[config.mk]
export PLATFORM = sky130hd
export DESIGN_NAME = eetc_trap_counter
export DESIGN_NICKNAME = d
export VERILOG_FILES = /design/src/rtl/eetc_pkg.sv /design/src/rtl/eetc_cnt_if.sv /design/src/rtl/eetc_sat_cnt.sv /design/src/rtl/eetc_sync2.sv /design/src/rtl/eetc_trap_counter.sv
export SDC_FILE = /design/constraint.sdc
export NUM_CORES = 1
export LEC_CHECK = 0
export ABC_CLOCK_PERIOD_IN_PS = 3200
export BUFFER_PORTS_ARGS = -buffer_cell sky130_fd_sc_hd__clkbuf_2
export CORE_AREA = 4 4 69 71
export DETAILED_ROUTE_END_ITERATION = 6
export DIE_AREA = 0 0 73 75
export HOLD_SLACK_MARGIN = 0.02
export PLACE_DENSITY = 0.77
export SYNTH_ARGS = -nofsm -noshare
export SYNTH_HDL_FRONTEND = slang
export SYNTH_SLANG_ARGS = --single-unit
[constraint.sdc]
create_clock -name clk_sys_i -period 3.2 [get_ports clk_sys_i]
set_input_delay 0.32 -clock clk_sys_i [delete_from_list [all_inputs] [get_ports clk_sys_i]]
set_output_delay 0.32 -clock clk_sys_i [all_outputs]
set_load 0.01 [all_outputs]
[src/rtl/eetc_pkg.sv]
// shared constants of the ecc error trap and counter block
// assumes half-page addresses arrive as 16-bit word addresses a24..a3
package eetc_pkg;
  // density choices in megabits
  localparam int DENS_128 = 128;
  localparam int DENS_256 = 256;
  localparam int DENS_512 = 512;
  // trapped word address width, a24 down to a3
  localparam int ADDR_W = 22;
  // bit index within the trapped address of a16
  localparam int ADDR_HI_POS = 13;
  // top trapped address bit per density, counted from a16
  localparam int TOP_128 = 6;
  localparam int TOP_256 = 7;
  localparam int TOP_512 = 8;
  // low trap register keeps three zero bits under a3
  localparam int LOW_ZERO_W = 3;
  // error counter width and saturation value
  localparam int CNT_W = 16;
  localparam logic [15:0] CNT_MAX = 16'hFFFF;
  localparam logic [15:0] CNT_RST = 16'h0000;
  // status word layout
  localparam int ST_CORR_BIT = 3;
  localparam int ST_DED_BIT  = 4;
  localparam logic [15:0] ST_RST = 16'h0000;
  localparam logic [15:0] REG_RST = 16'h0000;
  // host side strobe timeout, in link clock cycles
  localparam int HOST_STALL_CYC = 32;
  // link state, gray coded along idle, selected, stalled
  typedef enum logic [1:0] {
    EETC_IDLE  = 2'b00,
    EETC_SEL   = 2'b01,
    EETC_STALL = 2'b11
  } eetc_link_t;
endpackage

[src/rtl/eetc_cnt_if.sv]
// request and value lines between the trap logic and its error counter
// assumes both ends sit on the same system clock
interface eetc_cnt_if;
  logic                      inc;   // count one errored half-page
  logic                      clr;   // clear to zero
  logic [eetc_pkg::CNT_W-1:0] value; // current count
  modport ctl (output inc, output clr, input value);
  modport cnt (input inc, input clr, output value);
endinterface

[src/rtl/eetc_sat_cnt.sv]
// saturating error counter behind the counter interface
// assumes inc and clr are single cycle requests on clk_sys_i
module eetc_sat_cnt (
  // clock and reset
  input  wire logic clk_sys_i,
  input  wire logic sys_rst_i,
  // requests and value
  eetc_cnt_if.cnt   cnt_if
);
  logic [eetc_pkg::CNT_W-1:0] cnt_r;   // count
  logic [eetc_pkg::CNT_W-1:0] cnt_nxt; // next count

  // clear beats increment; the top value holds instead of wrapping
  always_comb
  begin
    cnt_nxt = cnt_r;
    if (cnt_if.clr)
      cnt_nxt = eetc_pkg::CNT_RST;
    else if (cnt_if.inc && (cnt_r != eetc_pkg::CNT_MAX))
      cnt_nxt = cnt_r + 16'h0001;
  end

  // register only
  always_ff @(posedge clk_sys_i or posedge sys_rst_i)
  begin
    if (sys_rst_i)
      cnt_r <= eetc_pkg::CNT_RST;
    else
      cnt_r <= cnt_nxt;
  end

  assign cnt_if.value = cnt_r;
endmodule

[src/rtl/eetc_sync2.sv]
// two flop synchroniser for pins from the flash bus
// assumes the inputs are asynchronous to clk_sys_i
module eetc_sync2 #(
  parameter int           W       = 1,
  parameter logic [W-1:0] RST_VAL = '1
) (
  // clock and reset
  input  wire logic         clk_sys_i,
  input  wire logic         sys_rst_i,
  // pins in, synchronised levels out
  input  wire logic [W-1:0] async_i,
  output logic      [W-1:0] sync_o
);
  logic [W-1:0] meta_r; // first stage, read only by the second
  logic [W-1:0] sync_r; // second stage

  // both stages reset to the pins' idle levels, so no false edge after reset
  always_ff @(posedge clk_sys_i or posedge sys_rst_i)
  begin
    if (sys_rst_i)
    begin
      meta_r <= RST_VAL;
      sync_r <= RST_VAL;
    end
    else
    begin
      meta_r <= async_i;
      sync_r <= meta_r;
    end
  end

  assign sync_o = sync_r;
endmodule

[src/rtl/eetc_trap_counter.sv]
// ecc error address trap, errored half-page counter and strobe stall
// assumes the array read path reports each half-page once on clk_sys_i
//
// How it works
// - trap holds address of first enabled error
// - largest density traps double errors only
// - trap-type bit zero traps single and double
// - trap valid while status bit 3 or 4
// - trap names the aligned sixteen-byte half-page
// - earliest failing half-page kept within one read
// - later errors leave trap alone until cleared
// - overlay exit clears trap and status bits
// - double detect off plus reprogrammed: no checking
// - low register a15..a3, high a16 upward
// - smaller densities count single and double errors
// - count only main array reads, no overlay
// - counter survives exit, cleared by reset, command
// - counter commands act only inside ecc overlay
// - sixteen bit counter saturates at all ones
// - stalled read keeps counting until deselect
// - within a frame, the last counted half-page is not recounted
// - stall enabled: double error holds strobe low
// - stall disabled: strobe runs normally
// - status bits set on events, persist
module eetc_trap_counter #(
  parameter int DENSITY_MB = eetc_pkg::DENS_512
) (
  // clock and reset
  input  wire logic                        clk_sys_i,
  input  wire logic                        sys_rst_i,
  // flash bus pins
  input  wire logic                        link_cs_n_i,
  input  wire logic                        link_ck_i,
  output logic                             read_write_strobe_o,
  output logic                             read_write_strobe_oe_o,
  // array read path reports
  input  wire logic                        data_phase_i,
  input  wire logic                        hp_valid_i,
  input  wire logic [eetc_pkg::ADDR_W-1:0] hp_addr_i,
  input  wire logic                        hp_err1_i,
  input  wire logic                        hp_err2_i,
  input  wire logic                        hp_multi_prog_i,
  // overlay and command decode
  input  wire logic                        address_space_overlay_i,
  input  wire logic                        ecc_overlay_i,
  input  wire logic                        ecc_overlay_exit_i,
  input  wire logic                        cnt_clr_cmd_i,
  input  wire logic                        cnt_rd_cmd_i,
  // configuration bits
  input  wire logic                        trap_two_only_i,
  input  wire logic                        ded_off_i,
  input  wire logic                        stall_off_i,
  // readable state
  output logic [15:0]                      ecc_status_word_o,
  output logic [15:0]                      ecc_fail_addr_low_o,
  output logic [15:0]                      ecc_fail_addr_high_o,
  output logic                             ecc_addr_trap_valid_o,
  output logic [eetc_pkg::CNT_W-1:0]       err_count_o
);

  // largest density lacks the counter and the trap-type choice
  localparam bit IS_BIG = (DENSITY_MB == eetc_pkg::DENS_512);
  // top high register bit by density
  localparam int TOP_HI = (DENSITY_MB == eetc_pkg::DENS_128) ? eetc_pkg::TOP_128 :
                          (DENSITY_MB == eetc_pkg::DENS_256) ? eetc_pkg::TOP_256 :
                          eetc_pkg::TOP_512;

  // mask of populated high register bits
  function automatic logic [15:0] hi_mask(input int top);
    logic [15:0] m;
    m = 16'h0000;
    for (int i = 0; i <= top; i++)
      m[i] = 1'b1;
    return m;
  endfunction

  // ---------------------------------------------------------------
  // pin synchronisers
  // ---------------------------------------------------------------
  logic [1:0] pin_s;   // synced {ck, cs_n}
  logic       cs_n_s;  // chip select, active low
  logic       ck_s;    // link clock level

  // idle levels: select high, link clock low, so reset shows no edge
  eetc_sync2 #(
    .W       (2),
    .RST_VAL (2'h1)
  ) u_sync (
    .clk_sys_i (clk_sys_i),
    .sys_rst_i (sys_rst_i),
    .async_i   ({link_ck_i, link_cs_n_i}),
    .sync_o    (pin_s)
  );

  assign cs_n_s = pin_s[0];
  assign ck_s   = pin_s[1];

  // ---------------------------------------------------------------
  // event qualification
  // ---------------------------------------------------------------
  logic chk_on;     // ecc checking live for this half-page
  logic any_err;    // some error on this half-page
  logic trap_hit;   // error of the enabled trap type
  logic main_rd;    // plain array read, no overlay

  // reprogrammed half-pages are unchecked with double detect off
  always_comb
  begin
    chk_on   = !(ded_off_i && hp_multi_prog_i);
    any_err  = hp_valid_i && chk_on && (hp_err1_i || hp_err2_i);
    main_rd  = !address_space_overlay_i && !ecc_overlay_i;
    if (IS_BIG || trap_two_only_i)
      trap_hit = hp_valid_i && chk_on && hp_err2_i;
    else
      trap_hit = any_err;
  end

  // ---------------------------------------------------------------
  // link state: selected / stalled
  // ---------------------------------------------------------------
  eetc_pkg::eetc_link_t link_r;   // state
  eetc_pkg::eetc_link_t link_nxt; // next state

  // deselect always wins, so stall ends exactly with the frame
  always_comb
  begin
    link_nxt = link_r;
    case (link_r)
      eetc_pkg::EETC_IDLE:
      begin
        if (!cs_n_s)
          link_nxt = eetc_pkg::EETC_SEL;
      end
      eetc_pkg::EETC_SEL:
      begin
        if (cs_n_s)
          link_nxt = eetc_pkg::EETC_IDLE;
        else if (hp_valid_i && chk_on && hp_err2_i && !stall_off_i)
          link_nxt = eetc_pkg::EETC_STALL;
      end
      eetc_pkg::EETC_STALL:
      begin
        if (cs_n_s)
          link_nxt = eetc_pkg::EETC_IDLE;
      end
      default:
        link_nxt = eetc_pkg::EETC_IDLE;
    endcase
  end

  // register only
  always_ff @(posedge clk_sys_i or posedge sys_rst_i)
  begin
    if (sys_rst_i)
      link_r <= eetc_pkg::EETC_IDLE;
    else
      link_r <= link_nxt;
  end

  // ---------------------------------------------------------------
  // strobe generation from link clock edges
  // ---------------------------------------------------------------
  logic ck_d_r;    // previous synced clock level
  logic ck_d_nxt;
  logic stb_r;     // normal strobe level
  logic stb_nxt;
  logic stb_out_r; // driven strobe after stall gating
  logic stb_out_nxt;
  logic oe_r;      // strobe drive enable
  logic oe_nxt;

  // strobe toggles on each link clock edge in the data phase;
  // the stall forces it low but the toggler keeps running
  always_comb
  begin
    ck_d_nxt = ck_s;
    stb_nxt  = stb_r;
    if (link_r == eetc_pkg::EETC_IDLE || !data_phase_i)
      stb_nxt = 1'b0;
    else if (ck_s != ck_d_r)
      stb_nxt = !stb_r;
    if (link_nxt == eetc_pkg::EETC_STALL)
      stb_out_nxt = 1'b0;
    else
      stb_out_nxt = stb_nxt;
    oe_nxt = (link_nxt != eetc_pkg::EETC_IDLE);
  end

  // register only
  always_ff @(posedge clk_sys_i or posedge sys_rst_i)
  begin
    if (sys_rst_i)
    begin
      ck_d_r    <= 1'b0;
      stb_r     <= 1'b0;
      stb_out_r <= 1'b0;
      oe_r      <= 1'b0;
    end
    else
    begin
      ck_d_r    <= ck_d_nxt;
      stb_r     <= stb_nxt;
      stb_out_r <= stb_out_nxt;
      oe_r      <= oe_nxt;
    end
  end

  assign read_write_strobe_o    = stb_out_r;
  assign read_write_strobe_oe_o = oe_r;

  // ---------------------------------------------------------------
  // status bits and address trap
  // ---------------------------------------------------------------
  logic                        corr_r;    // correction seen
  logic                        corr_nxt;
  logic                        ded_r;     // double detect seen
  logic                        ded_nxt;
  logic                        full_r;    // trap holds an address
  logic                        full_nxt;
  logic [eetc_pkg::ADDR_W-1:0] trap_r;    // trapped half-page
  logic [eetc_pkg::ADDR_W-1:0] trap_nxt;

  // exit clears, but an event in the same cycle still sets: no loss
  always_comb
  begin
    corr_nxt = corr_r && !ecc_overlay_exit_i;
    ded_nxt  = ded_r && !ecc_overlay_exit_i;
    full_nxt = full_r && !ecc_overlay_exit_i;
    trap_nxt = ecc_overlay_exit_i ? '0 : trap_r;
    if (hp_valid_i && chk_on && hp_err1_i && !hp_err2_i)
      corr_nxt = 1'b1;
    if (hp_valid_i && chk_on && hp_err2_i)
      ded_nxt = 1'b1;
    // only the first enabled error after a clear is taken; reports come
    // in address order, so the earliest half-page of a read wins
    if (trap_hit && main_rd && !full_nxt)
    begin
      full_nxt = 1'b1;
      trap_nxt = hp_addr_i;
    end
  end

  // register only
  always_ff @(posedge clk_sys_i or posedge sys_rst_i)
  begin
    if (sys_rst_i)
    begin
      corr_r <= 1'b0;
      ded_r  <= 1'b0;
      full_r <= 1'b0;
      trap_r <= '0;
    end
    else
    begin
      corr_r <= corr_nxt;
      ded_r  <= ded_nxt;
      full_r <= full_nxt;
      trap_r <= trap_nxt;
    end
  end

  // status word: reserved and per-unit bits read as zero here
  always_comb
  begin
    ecc_status_word_o                        = eetc_pkg::ST_RST;
    ecc_status_word_o[eetc_pkg::ST_CORR_BIT] = corr_r;
    ecc_status_word_o[eetc_pkg::ST_DED_BIT]  = ded_r;
  end

  assign ecc_addr_trap_valid_o = corr_r || ded_r;
  // word address a15..a3 lands on bits 15..3; high part masked by density
  assign ecc_fail_addr_low_o  = {trap_r[eetc_pkg::ADDR_HI_POS-1:0],
                                 {eetc_pkg::LOW_ZERO_W{1'b0}}};
  assign ecc_fail_addr_high_o = {7'h00, trap_r[eetc_pkg::ADDR_W-1:eetc_pkg::ADDR_HI_POS]}
                                & hi_mask(TOP_HI);

  // ---------------------------------------------------------------
  // per-transaction dedupe and error counter
  // ---------------------------------------------------------------
  logic                        seen_r;   // a half-page counted this frame
  logic                        seen_nxt;
  logic [eetc_pkg::ADDR_W-1:0] last_r;   // last counted half-page
  logic [eetc_pkg::ADDR_W-1:0] last_nxt;
  logic                        cnt_inc;  // counter increment request
  logic [eetc_pkg::CNT_W-1:0]  rd_r;     // value latched by read command
  logic [eetc_pkg::CNT_W-1:0]  rd_nxt;

  eetc_cnt_if u_cnt_if ();

  // count keeps going while stalled; memory forgets at deselect so a
  // fresh transaction re-counts the same faulty half-page
  always_comb
  begin
    cnt_inc  = !IS_BIG && any_err && main_rd
               && !(seen_r && last_r == hp_addr_i);
    seen_nxt = seen_r;
    last_nxt = last_r;
    if (cs_n_s)
      seen_nxt = 1'b0;
    else if (cnt_inc)
    begin
      seen_nxt = 1'b1;
      last_nxt = hp_addr_i;
    end
    rd_nxt = rd_r;
    if (cnt_rd_cmd_i && ecc_overlay_i)
      rd_nxt = u_cnt_if.value;
  end

  assign u_cnt_if.inc = cnt_inc;
  assign u_cnt_if.clr = cnt_clr_cmd_i && ecc_overlay_i;

  // register only
  always_ff @(posedge clk_sys_i or posedge sys_rst_i)
  begin
    if (sys_rst_i)
    begin
      seen_r <= 1'b0;
      last_r <= '0;
      rd_r   <= eetc_pkg::CNT_RST;
    end
    else
    begin
      seen_r <= seen_nxt;
      last_r <= last_nxt;
      rd_r   <= rd_nxt;
    end
  end

  eetc_sat_cnt u_cnt (
    .clk_sys_i (clk_sys_i),
    .sys_rst_i (sys_rst_i),
    .cnt_if    (u_cnt_if.cnt)
  );

  assign err_count_o = rd_r;

endmodule
==> results of run 1 <==
-- worst min-delay path: cells and delay by family --
| family | cells | cell delay [ps] |
|---|---|---|
| buffers and inverters | 3 | 500 |
-- cell usage in the layout, fill, tap and decap left out --
cell type	count
a31oi_1	1
nand2_1	1
a22o_1	14
o31a_1	1
or2_2	1
a21oi_1	2
o21bai_1	1
dfrtp_1	33
conb_1	40
nor2b_1	1
a22o_2	8
buf_4	2
or2_1	1
nor3_1	2
clkbuf_8	6
nor2_1	1
xnor3_1	1
and4bb_4	1
a32o_1	1
inv_1	6
dfstp_2	2
o21ai_0	2
clkbuf_2	62
a21boi_4	1
a31oi_2	1
clkinv_2	1
bufinv_16	1
-- kinds of logic (layout without fill, tap and decap cells) --
| group | after synthesis | count (layout) | synth area share, % |
|---|---|---|---|
| xor+xnor | 1 | 1 | 1.39 |
| buf+inv | 52 | 78 | 23.4 |
| flops | 35 | 35 | 54.4 |
| other cells | 1 | 40 | 0.232 |
| simple gates | 8 | 8 | 3.25 |
| compound gates | 32 | 32 | 17.4 |
-- sequential cells by signal, summed over array words and instances (netlist names) --
register / cells
link_r: 2
ded_r: 1
u_sync.meta_r: 2
read_write_strobe_oe_o: 1
read_write_strobe_o: 1
corr_r: 1
u_sync.sync_o: 2
trap_r: 22
full_r: 1
ck_d_r: 1
stb_r: 1
-- power by group through the flow --
stage,clock network [W],registers (W),logic (W)
CTS,0.000418,0.000470,0.000110
finish,0.000405,0.000470,0.000109
floorplan,0,0.000482,0.0000991
detailed placement,0,0.000478,0.000110
global placement,0,0.000478,0.000108
global route,0.000438,0.000472,0.000123
-- through the flow --
stage / power (W) / utilization, % / hold WS, ps
after floorplan: 0.000581 / - / 324
after global placement: 0.000586 / 42.6 / 336
after detailed placement: 0.000589 / 42.6 / 336
after CTS: 0.000999 / 45.4 / 112
after global routing: 0.00103 / 45.4 / 107
final: 0.000984 / 45.4 / 101
-- routing by layer --
metal  GRT usage [%]  vias to the layer above  wire length (um)
li1                -                      495                 -
met1            12.6                      491              1140
met2            18.8                       53              1590
met3            4.27                        5               274
met4            4.92                        0                45
met5               0                        -                 0
-- layout make-up --
class                   count  area (um^2)
clock buffers               6         82.6
multi-input cells          81          512
inverters                   6         22.5
well taps                  52         65.1
flip-flops and latches     35          878
clock inverters             2         35.0
repair buffers             64          325
fillers                   417         2310
-- worst max-delay path by stage --
stage	startpoint	to	cells past startpoint
final	full_r	trap_r[12]	4
after global routing	full_r	trap_r[12]	4
after CTS	full_r	trap_r[12]	4
after detailed placement	ecc_overlay_i	trap_r[13]	5
after global placement	ecc_overlay_i	trap_r[10]	5
after floorplan	ecc_overlay_i	trap_r[10]	4
==> summary.txt, run 1 <==
STA
  – Final min period: between 1000 and 1500 ps
  – PnR worst setup slack: 1730 ps
  – Final setup viols: 0
  – Slew Limit Fails: 0
  – Final hold violations: 0
  – F_max: 682 MHz
  – RSZ-0062 raised after global routing: false
  – Setup TNS Final: 0 ps
  – Final critical-path share of the clock period: 45.8%
  – Clock Skew: between 3 and 4 ps

Power and ir drop
  – Sw frac: between 20% and 30%
  – Psw: 0.000228 W
  – P per Cell Area: 512 mW/mm^2
  – P_int: 0.000756 W
  – Reg power frac: between 40% and 50%
  – Comb power frac: ~11%
  – Max VDD drop: 0.194 mV
  – Clk network pwr share: 41.2%
  – Pleak: approximately 1.1 nW

Global routing
  – Vias in the first global route: 991
  – First-pass GRT wire length: about 4.5 mm
  – Initial antenna violation count: 0
  – Grt total ovfl: 0
  – Largest net degree at the start of global routing: 36
  – GRT Overall Usage: 11.1%

Cells and area
  – Final Non-Filler Cells: 246
  – Post-route cell area: between 0.0015 and 0.002 mm^2
  – Final net count: 232
  – Inserted Diodes: 0
  – Share of cells above drive strength 1: 44.3%
  – Area growth, synth to finish: 18.9%

Setup path
  – Element type at the critical path end: flop
  – Kind of critical path: reg -> reg
  – Critical Path Max Stage Delay: ~380 ps
  – Crit path buffers/inverters: 1
  – Reg2reg path depth: 4
  – Reg2reg end: trap_r[12]
  – R2R Setup Slk: ~1700 ps
  – CP Max Fanout: 15
  – Critical path's top delay family: compound AO/OA/AOI/OAI gates
  – CP startpoint kind: flop
  – CP max-delay cell: dfrtp_1
  – CP arrival: 1630 ps
  – Critical-path cell list: nor3_1 > a31oi_2 > buf_4 > a22o_2
  – CP required: roughly 3400 ps
  – R2R Path Start: full_r

Placed design
  – Setup Slack @ Placement: around 1600 ps
  – GP Congestion: just under 0.7
  – HPWL Detailed: around 2.3 mm
  – PortBufs: 62
  – Placed cells: ~240
  – Placed Area: ~0.0018 mm^2

Drt
  – DRT antenna net count: 0
  – Drt drc: 0
  – DR WL/cell: approximately 12 um
  – Via count: ~1000
  – Pre-Repair DR Iteration Count: 4
  – Via density: ~4.2
  – DRT iter0 DRCs: 34
  – WL final: 3.05 mm

Clock tree
  – H-tree depth: 2
  – Post-CTS setup repair buffer count: 0
  – Worst skew pair latency: about 280 ps
  – Cts-stage hold buffer count: 0
  – CTS Sinks: 35
  – Clock transition at the registers of the reported paths: ~70 ps
  – Resize count post-CTS: 0
  – CTS root buf: clkbuf_8
  – CTS tree: yes
  – Total CTS buffers: 5
  – Clock Tree Buf Depth: 2

Die
  – Core area: roughly 0.0042 mm^2
  – Initial Util: between 30% and 40%
  – Die height: 75 um
  – I/O Pins: between 100 and 150
  – Die W: about 73 um
  – Row count: 24
  – Full die area: about 0.0055 mm^2

Synth
  – Count leader, synth: buf_4
  – Synth async-reset ratio: 100%
  – Post-synth top cells: buf_4, dfrtp_1, a22o_1, a22o_2, inv_1
  – Yosys warning count: 0
  – Area share of the largest cell type after synthesis: roughly half
  – Post-synthesis sequential area ratio: a little over half
  – Synth area leader: dfrtp_1
  – Synth area leaders: dfrtp_1, buf_4, a22o_1
  – Mean Syn Cell Area: about 13 um^2
  – Cell Area, Synth: between 0.0015 and 0.002 mm^2
  – Unique cell type count in the Yosys netlist: 24
  – Synth Flop Type: dfrtp_1
  – #FFs+latches synth: 35
  – EDFF count, synth: 0
  – Syn Inst Count: 129

Run status
  – Outcome: finished clean

Flow run
  – Max cap viols: 0

Worst hold path
  – Worst min-delay path category: in -> async
Note: power is estimated with default switching activity, not from simulation.
==> run 2, diff against run 1 <==
- ABC_CLOCK_PERIOD_IN_PS: 3200 -> 1430
- clock period: 3.2 -> 1.43 ns (I/O delays scaled with it)
==> run 2 against run 1 <==
Net effect: power grew 110%; register-to-register slack worse by 1600 ps; critical path depth unchanged.
==> summary.txt, run 2 (synthesis gave the netlist of run 1 again) <==
Setup path
  – Crit path buffers/inverters: 1 (unchanged)
  – Critical-path cell list: nor3_1 > a31oi_2 > buf_4 > a22o_2 (unchanged)
  – Element type at the critical path end: flop (unchanged)
  – CP max-delay cell: dfrtp_1 (unchanged)
  – CP startpoint kind: flop (unchanged)
  – CP Max Fanout: 15 (unchanged)
  – CP arrival: 1470 ps (was 1630 ps)
  – CP required: 1590 ps (was 3370 ps)
  – Kind of critical path: reg -> reg (unchanged)
  – Critical path's top delay family: compound AO/OA/AOI/OAI gates (unchanged)
  – Critical Path Max Stage Delay: 370 ps (was 380 ps)

Cells and area
  – Final net count: 237 (was 232)
  – Area growth, synth to finish: 20.6% (was 18.9%)
  – Largest register FFs: 22 (unchanged)
  – Inserted Diodes: 0 (unchanged)
  – Reg with most FFs: trap_r (unchanged)
  – Share of cells above drive strength 1: 43.7% (was 44.3%)
  – Commonest non-fill, non-tap cell in the layout: clkbuf_2 (unchanged)
  – Fill count: 405 (was 417)
  – Most frequent cells in the layout: clkbuf_2, conb_1, dfrtp_1 (unchanged)

Global routing
  – Largest net degree at the start of global routing: 23 (was 36)
  – Vias in the first global route: 980 (was 991)
  – Grt total ovfl: 0 (unchanged)
  – First-pass GRT wire length: 4.77 mm (was 4.55 mm)
  – Initial antenna violation count: 0 (unchanged)
  – GRT Overall Usage: 11.7% (was 11.1%)

Die
  – Full die area: 0.00548 mm^2 (unchanged)
  – Core area: 0.00423 mm^2 (unchanged)
  – I/O Pins: 106 (unchanged)
  – Initial Util: 38.2% (unchanged)
  – Row count: 24 (unchanged)
  – Die height: 75 um (unchanged)
  – Die W: 73 um (unchanged)

Placed design
  – HPWL Detailed: 2.46 mm (was 2.33 mm)
  – PortBufs: 62 (unchanged)
  – GP Congestion: 0.693 (was 0.685)
  – Setup Slack @ Placement: 137 ps (was 1630 ps)

STA
  – PnR worst setup slack: 123 ps (was 1730 ps)
  – Setup TNS Final: 0 ps (unchanged)
  – Final critical-path share of the clock period: 91.4% (was 45.8%)
  – Final setup viols: 0 (unchanged)
  – Final min period: 1310 ps (was 1470 ps)
  – Slew Limit Fails: 0 (unchanged)
  – RSZ-0062 raised after global routing: false (unchanged)
  – Final hold violations: 0 (unchanged)
  – Clock Skew: 3.23 ps (was 3.95 ps)
  – Hold slack final: 77.9 ps (was 101 ps)
  – F_max: 765 MHz (was 682 MHz)

Drt
  – DR WL/cell: 12.1 um (was 12.4 um)
  – DRT iter0 DRCs: 39 (was 34)
  – Drt drc: 0 (unchanged)
  – Via density: 4.16 (was 4.24)
  – DRT antenna net count: 0 (unchanged)
  – Pre-Repair DR Iteration Count: 4 (unchanged)
  – WL final: 3.04 mm (was 3.05 mm)
  – Via count: 1044 (unchanged)

Clock tree
  – CTS root buf: clkbuf_8 (unchanged)
  – CTS Sinks: 35 (unchanged)
  – H-tree depth: 2 (unchanged)
  – CTS tree: yes (unchanged)
  – Clock transition at the registers of the reported paths: 60 ps (was 70 ps)
  – Resize count post-CTS: 0 (unchanged)
  – Clock Tree Buf Depth: 2 (unchanged)
  – Worst skew pair latency: 270 ps (was 280 ps)
  – Total CTS buffers: 5 (unchanged)

Flow run
  – Max cap viols: 0 (unchanged)

Run status
  – Outcome: finished clean (unchanged)

Power and ir drop
  – P per Cell Area: 1060 mW/mm^2 (was 512 mW/mm^2)
  – Max VDD drop: 0.774 mV (was 0.194 mV)
  – Pleak: 1.11 nW (was 1.10 nW)

Worst hold path
  – Worst min-delay path category: in -> reg (was in -> async)
-- run 2: cell types whose count changed in the layout (fill, tap and decap cells not counted), sizes merged --
cell,previous run,this run
clkbuf,68,70
buf,2,4
bufinv,1,0
clkinv,1,0
dlygate4sd3,0,3
-- run 2: worst paths after layout --
kind	end	depth (start not counted)	slack, ps	start
min	trap_r[5]	2	80	hp_addr_i[5]
min reg2reg	u_sync.sync_o[1]	0	360	u_sync.meta_r[1]
max reg2reg	trap_r[9]	4	120	full_r
max in group asynchronous	u_sync.meta_r[0]	4	720	sys_rst_i
min in group asynchronous	trap_r[14]	4	410	sys_rst_i
max	trap_r[9]	4	120	full_r
-- run 2: layout make-up --
class                      count  area, um^2  area share (%)
tap                           52        65.1            3.34
inverter                       6        22.5            1.16
clock buffer                   8         100            5.14
sequential                    35         878            45.1
multi-input combinational     81         512            26.3
timing repair buffer          69         370            19.0
-- run 2: report_power, final --
part | total (W) | internal, W | switching [W] | leakage, nW
sequential | 0.00105 | 0.00103 | 0.0000204 | 0.463
clock | 0.000751 | 0.000439 | 0.000312 | 0.0515
combinational | 0.000255 | 0.000105 | 0.000150 | 0.594
-- run 2: routing by layer --
layer | up-vias | GRT usage (%) | part of all wire [%]
met3 | 5 | 3.60 | 8.9
li1 | 498 | - | -
met1 | 490 | 14.3 | 37
met2 | 51 | 18.8 | 54
met5 | - | 0 | 0
met4 | 0 | 5.53 | 0.95
-- run 2: what timing repair did --
action | in CTS | in global routing
hold endpoints to repair | 35 | 0
setup buffers | 0 | 0
hold buffers | 3 | 0
-- run 2: stage by stage --
| stage | utilization (%) | std cells | cell area [um^2] | power, W |
|---|---|---|---|---|
| after floorplan | - | 168 | 1760 | 0.00130 |
| after global placement | 42.9 | 240 | 1820 | 0.00132 |
| after detailed placement | 42.9 | 240 | 1820 | 0.00132 |
| after CTS | 46.0 | 251 | 1950 | 0.00210 |
| after global routing | 46.0 | 251 | 1950 | 0.00218 |
| final | 46.0 | 251 | 1950 | 0.00206 |
